--- src/slis_pkg.sv ---
package slis_pkg;
  // Axis count and register map (byte addresses, one word each)
  localparam int NUM_AXES = 4;
  localparam int AXIS_SHIFT = 5;
  localparam logic [4:0] OFF_POS_LIM = 5'h00;
  localparam logic [4:0] OFF_NEG_LIM = 5'h04;
  localparam logic [4:0] OFF_CTRL = 5'h08;
  localparam logic [4:0] OFF_FACTOR = 5'h0c;
  localparam logic [4:0] OFF_ABN = 5'h10;
  localparam logic [4:0] OFF_EVT = 5'h14;
  localparam logic [4:0] OFF_TYPE = 5'h18;
  localparam logic [7:0] OFF_INT_EN = 8'h80;
  // Control and type word field positions
  localparam int CTRL_EN_BIT = 0;
  localparam int CTRL_DECEL_BIT = 1;
  localparam int TYPE_ABN_BIT = 0;
  localparam int TYPE_EVT_BIT = 1;
  // Abnormal-stop status bit positions set inside this block
  localparam int ABN_SOFT_POS = 0;
  localparam int ABN_SOFT_NEG = 1;
  localparam int ABN_END_POS = 5;
  localparam int ABN_END_NEG = 6;
  localparam int ABN_ALARM = 7;
  localparam int ABN_SYNC_STOP = 8;
  localparam int ABN_EMG = 9;
  // Motion-event status bit positions set inside this block
  localparam int EVT_SOFT_POS = 8;
  localparam int EVT_SOFT_NEG = 9;
  localparam int EVT_LATCH = 14;
  localparam int EVT_ORIGIN = 15;
  localparam int EVT_SLOW = 16;
  localparam int EVT_SYNC_START = 19;
  // Bits the motion core may raise, and all defined bits
  localparam logic [31:0] ABN_CORE = 32'h0003_f408;
  localparam logic [31:0] ABN_VALID = 32'h0003_f7eb;
  localparam logic [31:0] EVT_CORE = 32'h8000_1cf7;
  localparam logic [31:0] EVT_VALID = 32'h8009_dff7;
  // Values after reset
  localparam logic [31:0] RST_LIMIT = 32'h0000_0000;
  localparam logic [31:0] RST_FACTOR = 32'h0000_0000;
  localparam logic [31:0] RST_STATUS = 32'h0000_0000;
  // Only these axes own a latch input
  localparam logic [3:0] LATCH_AXES = 4'hc;

  typedef logic signed [31:0] slis_pos_t;

  // Pin group of one axis
  typedef struct packed {
    logic endTravelLimitPos;
    logic endTravelLimitNeg;
    logic servoAlarmInput;
    logic synchronousStopInput;
    logic emergencyStopInput;
    logic slowDownInput;
    logic synchronousStartInput;
    logic originHomeInput;
    logic latchInput;
  } slis_pins_t;

  // Avalon-MM request from the master
  typedef struct packed {
    logic [7:0] address;
    logic read;
    logic write;
    logic [31:0] writedata;
    logic [3:0] byteenable;
  } slis_avreq_t;

  // Per-axis state
  typedef struct packed {
    slis_pos_t posLim;
    slis_pos_t negLim;
    logic limEn;
    logic decelReact;
    logic [31:0] factor;
    logic [31:0] abn;
    logic [31:0] evt;
    logic posHit;
    logic negHit;
    slis_pins_t pinPrev;
    logic stopNow;
    logic stopDecel;
  } slis_axis_t;
endpackage

--- src/slis_soft_limit_int.sv ---
// The Avalon-MM interface to the registers and the register addresses were decided locally.
`timescale 1ns/1ps
// Notes on behaviour
// - Two soft limits per axis on command position.
// - Limit hit stops now or decelerates.
// - Feedback position never used for soft limits.
// - Soft limit enable per axis; limits always loadable.
// - Global service enable gates the one interrupt.
// - Two status words per axis: abnormal, event.
// - Event bits individually maskable by factor register.
// - Abnormal-stop bits are never masked.
// - Soft, comparator, end limit, alarm stops flagged.
// - Sync stop, emergency, slow-down stops flagged.
// - Interpolation, buffer, counter, signal errors flagged.
// - Stop, command and ramp events flagged.
// - Soft limit and comparator matches flagged.
// - Latch on axes two, three; origin latch.
// - Slow-down and sync start flagged; reserved stay clear.
// - Continuous-motion stop interrupt flagged at bit 31.
module slis_soft_limit_int import slis_pkg::*; (
  // Clock and reset
  input wire logic clk,
  input wire logic rst_b,
  // Avalon-MM slave
  input wire slis_avreq_t avReq,
  output logic [31:0] avReadData,
  output logic avWaitRequest,
  // Motion core, same clock: command counters and events
  input wire slis_pos_t cmdPos [NUM_AXES],
  input wire logic [31:0] coreAbn [NUM_AXES],
  input wire logic [31:0] coreEvt [NUM_AXES],
  // Axis pins, asynchronous
  input wire slis_pins_t [NUM_AXES-1:0] pinRaw,
  // Stop requests to the pulse generator
  output logic [NUM_AXES-1:0] stopNow,
  output logic [NUM_AXES-1:0] stopDecel,
  // Interrupt to the host
  output logic irq
);
  typedef struct packed {
    slis_axis_t [NUM_AXES-1:0] ax;
    logic intEn;      // interrupt_service_enable
    logic waitReq;
    logic [31:0] rdata;
    logic irq;
  } slis_state_t;

  slis_state_t q;
  slis_state_t d;
  slis_pins_t [NUM_AXES-1:0] pinSync; // Synchronised pins
  logic [31:0] setA [NUM_AXES];       // Abnormal bits set this cycle
  logic [31:0] setE [NUM_AXES];       // Event bits set this cycle
  logic take;                         // Bus request completes now

  // Pins cross into this clock before any logic looks at them
  slis_sync #(.W(NUM_AXES * $bits(slis_pins_t))) u_sync (
    .clk(clk),
    .rst_b(rst_b),
    .din(pinRaw),
    .dout(pinSync)
  );

  // Axis register decode, shared by write, clear and read paths
  function automatic logic regHit(logic [7:0] adr, int a,
                                  logic [4:0] off);
    return adr == {3'(a), off};
  endfunction

  // Byte-lane merge for writes
  function automatic logic [31:0] beMerge(logic [31:0] old,
      logic [31:0] wd, logic [3:0] be);
    logic [31:0] r;
    r = old;
    for (int i = 0; i < 4; i++) begin
      if (be[i]) begin
        r[i*8 +: 8] = wd[i*8 +: 8];
      end
    end
    return r;
  endfunction

  // Pending sources of one axis: abnormal always, events masked
  function automatic logic [1:0] axPend(slis_axis_t x);
    logic [1:0] p;
    p = '0;
    p[TYPE_ABN_BIT] = |x.abn;
    p[TYPE_EVT_BIT] = |(x.evt & x.factor);
    return p;
  endfunction

  // Read multiplexer; unmapped addresses read as zero
  function automatic logic [31:0] readMux(slis_state_t s,
                                          logic [7:0] adr);
    logic [31:0] r;
    r = '0;
    for (int a = 0; a < NUM_AXES; a++) begin
      if (regHit(adr, a, OFF_POS_LIM)) begin
        r = s.ax[a].posLim;
      end
      if (regHit(adr, a, OFF_NEG_LIM)) begin
        r = s.ax[a].negLim;
      end
      if (regHit(adr, a, OFF_CTRL)) begin
        r[CTRL_EN_BIT] = s.ax[a].limEn;
        r[CTRL_DECEL_BIT] = s.ax[a].decelReact;
      end
      if (regHit(adr, a, OFF_FACTOR)) begin
        r = s.ax[a].factor;
      end
      if (regHit(adr, a, OFF_ABN)) begin
        r = s.ax[a].abn;
      end
      if (regHit(adr, a, OFF_EVT)) begin
        r = s.ax[a].evt;
      end
      if (regHit(adr, a, OFF_TYPE)) begin
        r[1:0] = axPend(s.ax[a]);
      end
    end
    if (adr == OFF_INT_EN) begin
      r[0] = s.intEn;
    end
    return r;
  endfunction

  // Next-state logic for bus, limits, status and interrupt
  always_comb begin
    logic req;
    logic wr;
    logic rd;
    logic hitP;
    logic hitN;
    logic riseP;
    logic riseN;
    logic pend;
    slis_pins_t rise;
    logic [31:0] clrA;
    logic [31:0] clrE;
    req = avReq.read | avReq.write;
    wr = 1'b0;
    rd = 1'b0;
    hitP = 1'b0;
    hitN = 1'b0;
    riseP = 1'b0;
    riseN = 1'b0;
    pend = 1'b0;
    rise = '0;
    clrA = '0;
    clrE = '0;
    d = q;
    // One wait cycle, then the answer for exactly one edge
    take = req & ~q.waitReq;
    d.waitReq = ~(req & q.waitReq);
    if (req && q.waitReq && avReq.read) begin
      d.rdata = readMux(q, avReq.address);
    end
    wr = take & avReq.write;
    rd = take & avReq.read;
    if (wr && avReq.address == OFF_INT_EN && avReq.byteenable[0]) begin
      d.intEn = avReq.writedata[0];
    end
    for (int a = 0; a < NUM_AXES; a++) begin
      // Compare only the command counter, never feedback
      hitP = q.ax[a].limEn && cmdPos[a] >= q.ax[a].posLim;
      hitN = q.ax[a].limEn && cmdPos[a] <= q.ax[a].negLim;
      riseP = hitP & ~q.ax[a].posHit;
      riseN = hitN & ~q.ax[a].negHit;
      d.ax[a].posHit = hitP;
      d.ax[a].negHit = hitN;
      // Stop kind follows the per-axis reaction setting
      d.ax[a].stopNow = (riseP | riseN) & ~q.ax[a].decelReact;
      d.ax[a].stopDecel = (riseP | riseN) & q.ax[a].decelReact;
      // Edge detect on already synchronised pins
      rise = pinSync[a] & ~q.ax[a].pinPrev;
      d.ax[a].pinPrev = pinSync[a];
      // Abnormal-stop sources; core bits outside its set are dropped
      setA[a] = coreAbn[a] & ABN_CORE;
      setA[a][ABN_SOFT_POS] = riseP;
      setA[a][ABN_SOFT_NEG] = riseN;
      setA[a][ABN_END_POS] = rise.endTravelLimitPos;
      setA[a][ABN_END_NEG] = rise.endTravelLimitNeg;
      setA[a][ABN_ALARM] = rise.servoAlarmInput;
      setA[a][ABN_SYNC_STOP] = rise.synchronousStopInput;
      setA[a][ABN_EMG] = rise.emergencyStopInput;
      // Normal events; reserved positions can never be set
      setE[a] = coreEvt[a] & EVT_CORE;
      setE[a][EVT_SOFT_POS] = riseP;
      setE[a][EVT_SOFT_NEG] = riseN;
      setE[a][EVT_LATCH] = rise.latchInput & LATCH_AXES[a];
      setE[a][EVT_ORIGIN] = rise.originHomeInput;
      setE[a][EVT_SLOW] = rise.slowDownInput;
      setE[a][EVT_SYNC_START] = rise.synchronousStartInput;
      // Register writes; limits load regardless of enable
      if (wr && regHit(avReq.address, a, OFF_POS_LIM)) begin
        d.ax[a].posLim = beMerge(q.ax[a].posLim, avReq.writedata,
                                 avReq.byteenable);
      end
      if (wr && regHit(avReq.address, a, OFF_NEG_LIM)) begin
        d.ax[a].negLim = beMerge(q.ax[a].negLim, avReq.writedata,
                                 avReq.byteenable);
      end
      if (wr && regHit(avReq.address, a, OFF_CTRL) &&
          avReq.byteenable[0]) begin
        d.ax[a].limEn = avReq.writedata[CTRL_EN_BIT];
        d.ax[a].decelReact = avReq.writedata[CTRL_DECEL_BIT];
      end
      if (wr && regHit(avReq.address, a, OFF_FACTOR)) begin
        d.ax[a].factor = beMerge(q.ax[a].factor, avReq.writedata,
                                 avReq.byteenable);
      end
      // Clear on read, or write-one-to-clear
      if (rd && regHit(avReq.address, a, OFF_ABN)) begin
        clrA = '1;
      end else if (wr && regHit(avReq.address, a, OFF_ABN)) begin
        clrA = beMerge('0, avReq.writedata, avReq.byteenable);
      end
      if (rd && regHit(avReq.address, a, OFF_EVT)) begin
        clrE = '1;
      end else if (wr && regHit(avReq.address, a, OFF_EVT)) begin
        clrE = beMerge('0, avReq.writedata, avReq.byteenable);
      end
      // Set wins over clear in the same cycle; a bit set during a read's wait cycle is cleared unread
      d.ax[a].abn = (q.ax[a].abn & ~clrA) | setA[a];
      d.ax[a].evt = (q.ax[a].evt & ~clrE) | setE[a];
      clrA = '0;
      clrE = '0;
      pend = pend | (|axPend(q.ax[a]));
    end
    // One line, gated by the global service enable
    d.irq = q.intEn & pend;
  end

  // State register
  always_ff @(posedge clk or negedge rst_b) begin
    if (!rst_b) begin
      q <= '0;
      q.waitReq <= 1'b1;
      for (int a = 0; a < NUM_AXES; a++) begin
        q.ax[a].posLim <= RST_LIMIT;
        q.ax[a].negLim <= RST_LIMIT;
        q.ax[a].factor <= RST_FACTOR;
        q.ax[a].abn <= RST_STATUS;
        q.ax[a].evt <= RST_STATUS;
      end
    end else begin
      q <= d;
    end
  end

  // Outputs straight from the state register
  assign avReadData = q.rdata;
  assign avWaitRequest = q.waitReq;
  assign irq = q.irq;
  generate
    for (genvar g = 0; g < NUM_AXES; g++) begin : gOut
      assign stopNow[g] = q.ax[g].stopNow;
      assign stopDecel[g] = q.ax[g].stopDecel;
    end
  endgenerate

  // Checks
  property p_irqGate;
    @(posedge clk) disable iff (!rst_b)
      !q.intEn |=> !irq;
  endproperty
  a_irqGate: assert property (p_irqGate)
    else $error("interrupt raised with service disabled");

  property p_abnUnmasked;
    @(posedge clk) disable iff (!rst_b)
      q.intEn && (|q.ax[0].abn) && q.ax[0].factor == '0 |=> irq;
  endproperty
  a_abnUnmasked: assert property (p_abnUnmasked)
    else $error("abnormal status did not raise interrupt");

  property p_evtMasked;
    @(posedge clk) disable iff (!rst_b)
      q.ax[0].evt != '0 && q.ax[0].factor == '0 &&
      (q.ax[0].abn | q.ax[1].abn | q.ax[2].abn | q.ax[3].abn) == '0 &&
      (q.ax[1].evt | q.ax[2].evt | q.ax[3].evt) == '0 |=> !irq;
  endproperty
  a_evtMasked: assert property (p_evtMasked)
    else $error("masked event raised interrupt");

  property p_softStop;
    @(posedge clk) disable iff (!rst_b)
      q.ax[0].limEn && !q.ax[0].decelReact && !q.ax[0].posHit &&
      cmdPos[0] >= q.ax[0].posLim
      |=> stopNow[0] && !stopDecel[0] && q.ax[0].abn[ABN_SOFT_POS]
          && q.ax[0].evt[EVT_SOFT_POS];
  endproperty
  a_softStop: assert property (p_softStop)
    else $error("positive soft limit did not stop at once");

  property p_softDecel;
    @(posedge clk) disable iff (!rst_b)
      q.ax[1].limEn && q.ax[1].decelReact && !q.ax[1].negHit &&
      cmdPos[1] <= q.ax[1].negLim
      |=> stopDecel[1] && !stopNow[1] ##1 !stopDecel[1];
  endproperty
  a_softDecel: assert property (p_softDecel)
    else $error("negative soft limit did not request one decel");

  property p_limDisabled;
    @(posedge clk) disable iff (!rst_b)
      !q.ax[2].limEn |=> !stopNow[2] && !stopDecel[2];
  endproperty
  a_limDisabled: assert property (p_limDisabled)
    else $error("disabled soft limit stopped the axis");

  property p_readClear;
    @(posedge clk) disable iff (!rst_b)
      take && avReq.read && avReq.address == {3'd0, OFF_EVT}
      |=> (q.ax[0].evt & ~$past(setE[0])) == '0;
  endproperty
  a_readClear: assert property (p_readClear)
    else $error("event status not cleared by read");

  property p_reserved;
    @(posedge clk) disable iff (!rst_b)
      (q.ax[3].evt & ~EVT_VALID) == '0 && (q.ax[3].abn & ~ABN_VALID) == '0;
  endproperty
  a_reserved: assert property (p_reserved)
    else $error("reserved status bit set");

  property p_latchAxes;
    @(posedge clk) disable iff (!rst_b)
      !q.ax[0].evt[EVT_LATCH] && !q.ax[1].evt[EVT_LATCH];
  endproperty
  a_latchAxes: assert property (p_latchAxes)
    else $error("latch event on an axis without latch input");

  property p_busAnswer;
    @(posedge clk) disable iff (!rst_b)
      (avReq.read | avReq.write) && avWaitRequest
      |=> !avWaitRequest ##1 avWaitRequest;
  endproperty
  a_busAnswer: assert property (p_busAnswer)
    else $error("bus answer not one cycle after request");

  c_irq: cover property (@(posedge clk) disable iff (!rst_b) $rose(irq));
  c_stop: cover property (@(posedge clk) disable iff (!rst_b)
    stopNow[0]);
  c_decel: cover property (@(posedge clk) disable iff (!rst_b)
    stopDecel[1]);
  c_clear: cover property (@(posedge clk) disable iff (!rst_b)
    irq ##[1:20] !irq);
endmodule

--- src/slis_sync.sv ---
`timescale 1ns/1ps
// Two-stage synchroniser for asynchronous pin levels
module slis_sync import slis_pkg::*; #(
  parameter int W = 36
) (
  // Clock and reset
  input wire logic clk,
  input wire logic rst_b,
  // Data
  input wire logic [W-1:0] din,
  output logic [W-1:0] dout
);
  typedef struct packed {
    logic [W-1:0] s1;
    logic [W-1:0] s2;
  } slis_sync_t;

  slis_sync_t q; // First stage feeds only the second
  slis_sync_t d;

  // Shift chain
  always_comb begin
    d.s1 = din;
    d.s2 = q.s1;
  end

  // Stage registers
  always_ff @(posedge clk or negedge rst_b) begin
    if (!rst_b) begin
      q <= '0;
    end else begin
      q <= d;
    end
  end

  assign dout = q.s2;
endmodule

--- config.mk ---
export PLATFORM = sky130hd
export DESIGN_NAME = slis_soft_limit_int
export DESIGN_NICKNAME = d
export VERILOG_FILES = /design/src/slis_pkg.sv /design/src/slis_soft_limit_int.sv /design/src/slis_sync.sv
export SDC_FILE = /design/constraint.sdc
export NUM_CORES = 2
export LEC_CHECK = 0
export BUFFER_PORTS_ARGS = -buffer_cell sky130_fd_sc_hd__buf_4
export CORE_MARGIN = 3
export CORE_UTILIZATION = 55
export CTS_CLUSTER_DIAMETER = 100
export DETAILED_ROUTE_END_ITERATION = 10
export PLACE_DENSITY = 0.81
export SETUP_SLACK_MARGIN = 0.2
export SLEW_MARGIN = 5
export SYNTH_ARGS = -nofsm -noshare
export SYNTH_HDL_FRONTEND = slang
export SYNTH_HIERARCHICAL = 1
export SYNTH_SLANG_ARGS = --single-unit
--- constraint.sdc ---
create_clock -name clk -period 3.1 [get_ports clk]
set_input_delay 0.155 -clock clk [delete_from_list [all_inputs] [get_ports clk]]
set_output_delay 0.155 -clock clk [all_outputs]
set_load 0.005 [all_outputs]
==> flow_summary_export.csv <==
group,metric,value,unit
floorplanning,die_h,284,um
sta,setup_violations,0,
drt,detail_route.iter0.violations,5915,
critical_path,cp-startpoint,"q[242]$_DFF_PN0_",
critical_path,crit_path_end,"irq$_DFF_PN0_",
floorplanning,fp.dieW,284,um
cells_and_area,fin_nets,5427,
floorplanning,start_util,55.7,%
critical_path,start_kind,"register",
global_routing,grt_max_degree,117,
place,post_dp_cell_area,46600,sq um
sta,skew,31.8,ps
place,dp_hpwl,135000,um
drt,first_pass_iters,9,
cells_and_area,design_area,51400,sq um
sta,hold_violations,0,
critical_path,rr_worst_depth,6,
sta,tightest_slew,973,ps
critical_path,path_class,"reg2reg",
power_and_ir_drop,peakVddDrop,0.470,mV
cells_and_area,finalCoreUtilization,67.4,%
floorplanning,io_pins,510,
cts,cts_tree,"yes",
cts,clock_path_buffers,3,
drt,ant_nets,0,
critical_path,critPathMaxFanout,2,
yosys,synth_area_per_cell,10.1,sq um
critical_path,r2r-end,"irq$_DFF_PN0_",
cts,numClockSinks,801,
sta,fmax,0.332,GHz
global_routing,antenna_found_initial,11,
drt,wirelength,181000,um
sta,fin_crit,3010,ps
sta,rsz0062_at_grt,"true",
min_path,worstHoldPathType,"in2reg",
critical_path,arrival,3490,ps
cells_and_area,drive_above_1_share,23.8,%
critical_path,r2r_start,"q[242]$_DFF_PN0_",
cells_and_area,final_cells,5802,
cts,clock_latency,670,ps
yosys,synth_cells,4195,
place,gp_congestion,1.05,
sta,fin_ws,91.2,ps
global_routing,grt_pass1_wl,260000,um
critical_path,crit_path_end_kind,"register",
critical_path,crit_required,3580,ps
cts,numCtsBuffers,87,
drt,route.detailed.drc,0,
cts,clockRootBuffer,"clkbuf_16",
global_routing,grt_pass1_vias,38400,
yosys,synth_area,42500,sq um
floorplanning,core,76200,sq um
critical_path,r2r_slack,90,ps
cts,h-tree-depth,3,
cts,path_clk_slew,60,ps
global_routing,track_usage,43.9,%
floorplanning,die_area,80600,sq um
place,dp.cells,5484,
floorplanning,rows,101,
run_status,status,"finished, final reports clean",
cells_and_area,area_delta_synth_final,21.0,%
yosys,syn-num-nets,4919,
global_routing,grt-ovfl-total,0,
yosys,synth_warnings,6,
sta,slew_headroom,35.0,%
sta,period_share,97.1,%
cells_and_area,fillCellCount,5875,
drt,dr_total_vias,39800,
job,cap_violations,0,
sta,tns,0,ps
sta,slew_violations,0,
place,dpl_worst_slack,-61.5,ps
drt,vias_per_cell,6.86,
place,portBuffers,327,
power_and_ir_drop,power_density,478,nW/um^2
power_and_ir_drop,leakage,22.7,nW
drt,wl_per_cell,31.1,um
## repair_timing
action	CTS	global route
cloned	0	0
pin swaps	3	16
hold buffers	155	0
gates resized for setup	8	31
setup endpoints to repair	9	18
buffers inserted	0	5
hold endpoints to repair	394	0
## cells in the final DEF, fill, tap and decap left out, types with 76 or more instances in the layout
cell type      instances
nand2_1              531
o21ai_0              216
buf_4                522
nor2_1               141
o22ai_1               77
dfrtp_1              799
dlygate4sd3_1        155
clkbuf_16             87
mux2_2               267
a31o_2                76
o211ai_1              88
a22oi_1              117
a31oi_1              126
a21oi_1              156
inv_1                310
nand3_1               96
ha_1                 252
## worst max-delay path, stage by stage, from the launching register on
cell     delay, ps
dfrtp_1        550
a22oi_1        730
nand4_1        220
nor4_1         460
nand3_1        290
nor4_1         350
nor2_1         210
## per-stage QoR
step	power [mW]	hold WS [ps]
finish	24.5	30.2
global route	25.1	11.4
CTS	24.4	0.631
detailed placement	13.4	177
global placement	13.4	198
floorplan	12.1	-141
## layout make-up
class | count | area [sq um] | share of cell area, %
antenna | 1 | 2.50 | 0.00487
inverter | 312 | 1170 | 2.28
timing repair buffer | 692 | 5760 | 11.2
tap | 1030 | 1290 | 2.51
clock inverter | 36 | 513 | 0.998
sequential | 801 | 20000 | 39.0
multi-input combinational | 2809 | 20100 | 39.1
clock buffer | 121 | 2490 | 4.86
## report_power, final
group | internal [mW] | total [mW] | switching [mW] | leakage (nW)
clock | 6.48 | 11.0 | 4.56 | 1.47
sequential | 10.7 | 10.9 | 0.240 | 10.3
combinational | 1.02 | 2.56 | 1.54 | 11.0
total | 18.2 | 24.5 | 6.34 | 22.7
## worst min path at each step
stage / from / cells after the start / endpoint
2_1_floorplan: rst_b / 0 / avReadData[0]$_DFFE_PN0P_
3_3_place_gp: rst_b / 1 / q[689]$_DFFE_PN0P_
3_5_place_dp: rst_b / 1 / q[689]$_DFFE_PN0P_
4_1_cts: avReq[0] / 4 / q[677]$_DFFE_PN0P_
5_1_grt: avReq[19] / 2 / q[686]$_DFFE_PN0P_
6_report: avReq[0] / 4 / q[677]$_DFFE_PN0P_
## sequential cells by signal (all words and copies together) (netlist names)
register       count
avWaitRequest      1
stopNow            4
irq                1
stopDecel          4
avReadData        32
u_sync/dout       34
q                691
u_sync/d          34
## layer usage
metal	vias to the layer above	part of all wire [%]	GRT usage, %
met5	-	0.023	0
li1	16400	-	-
met3	631	15	15.0
met1	19600	37	58.9
met2	3130	42	63.8
met4	6	5.9	21.1
No activity file was read; power rests on OpenSTA's default activity.
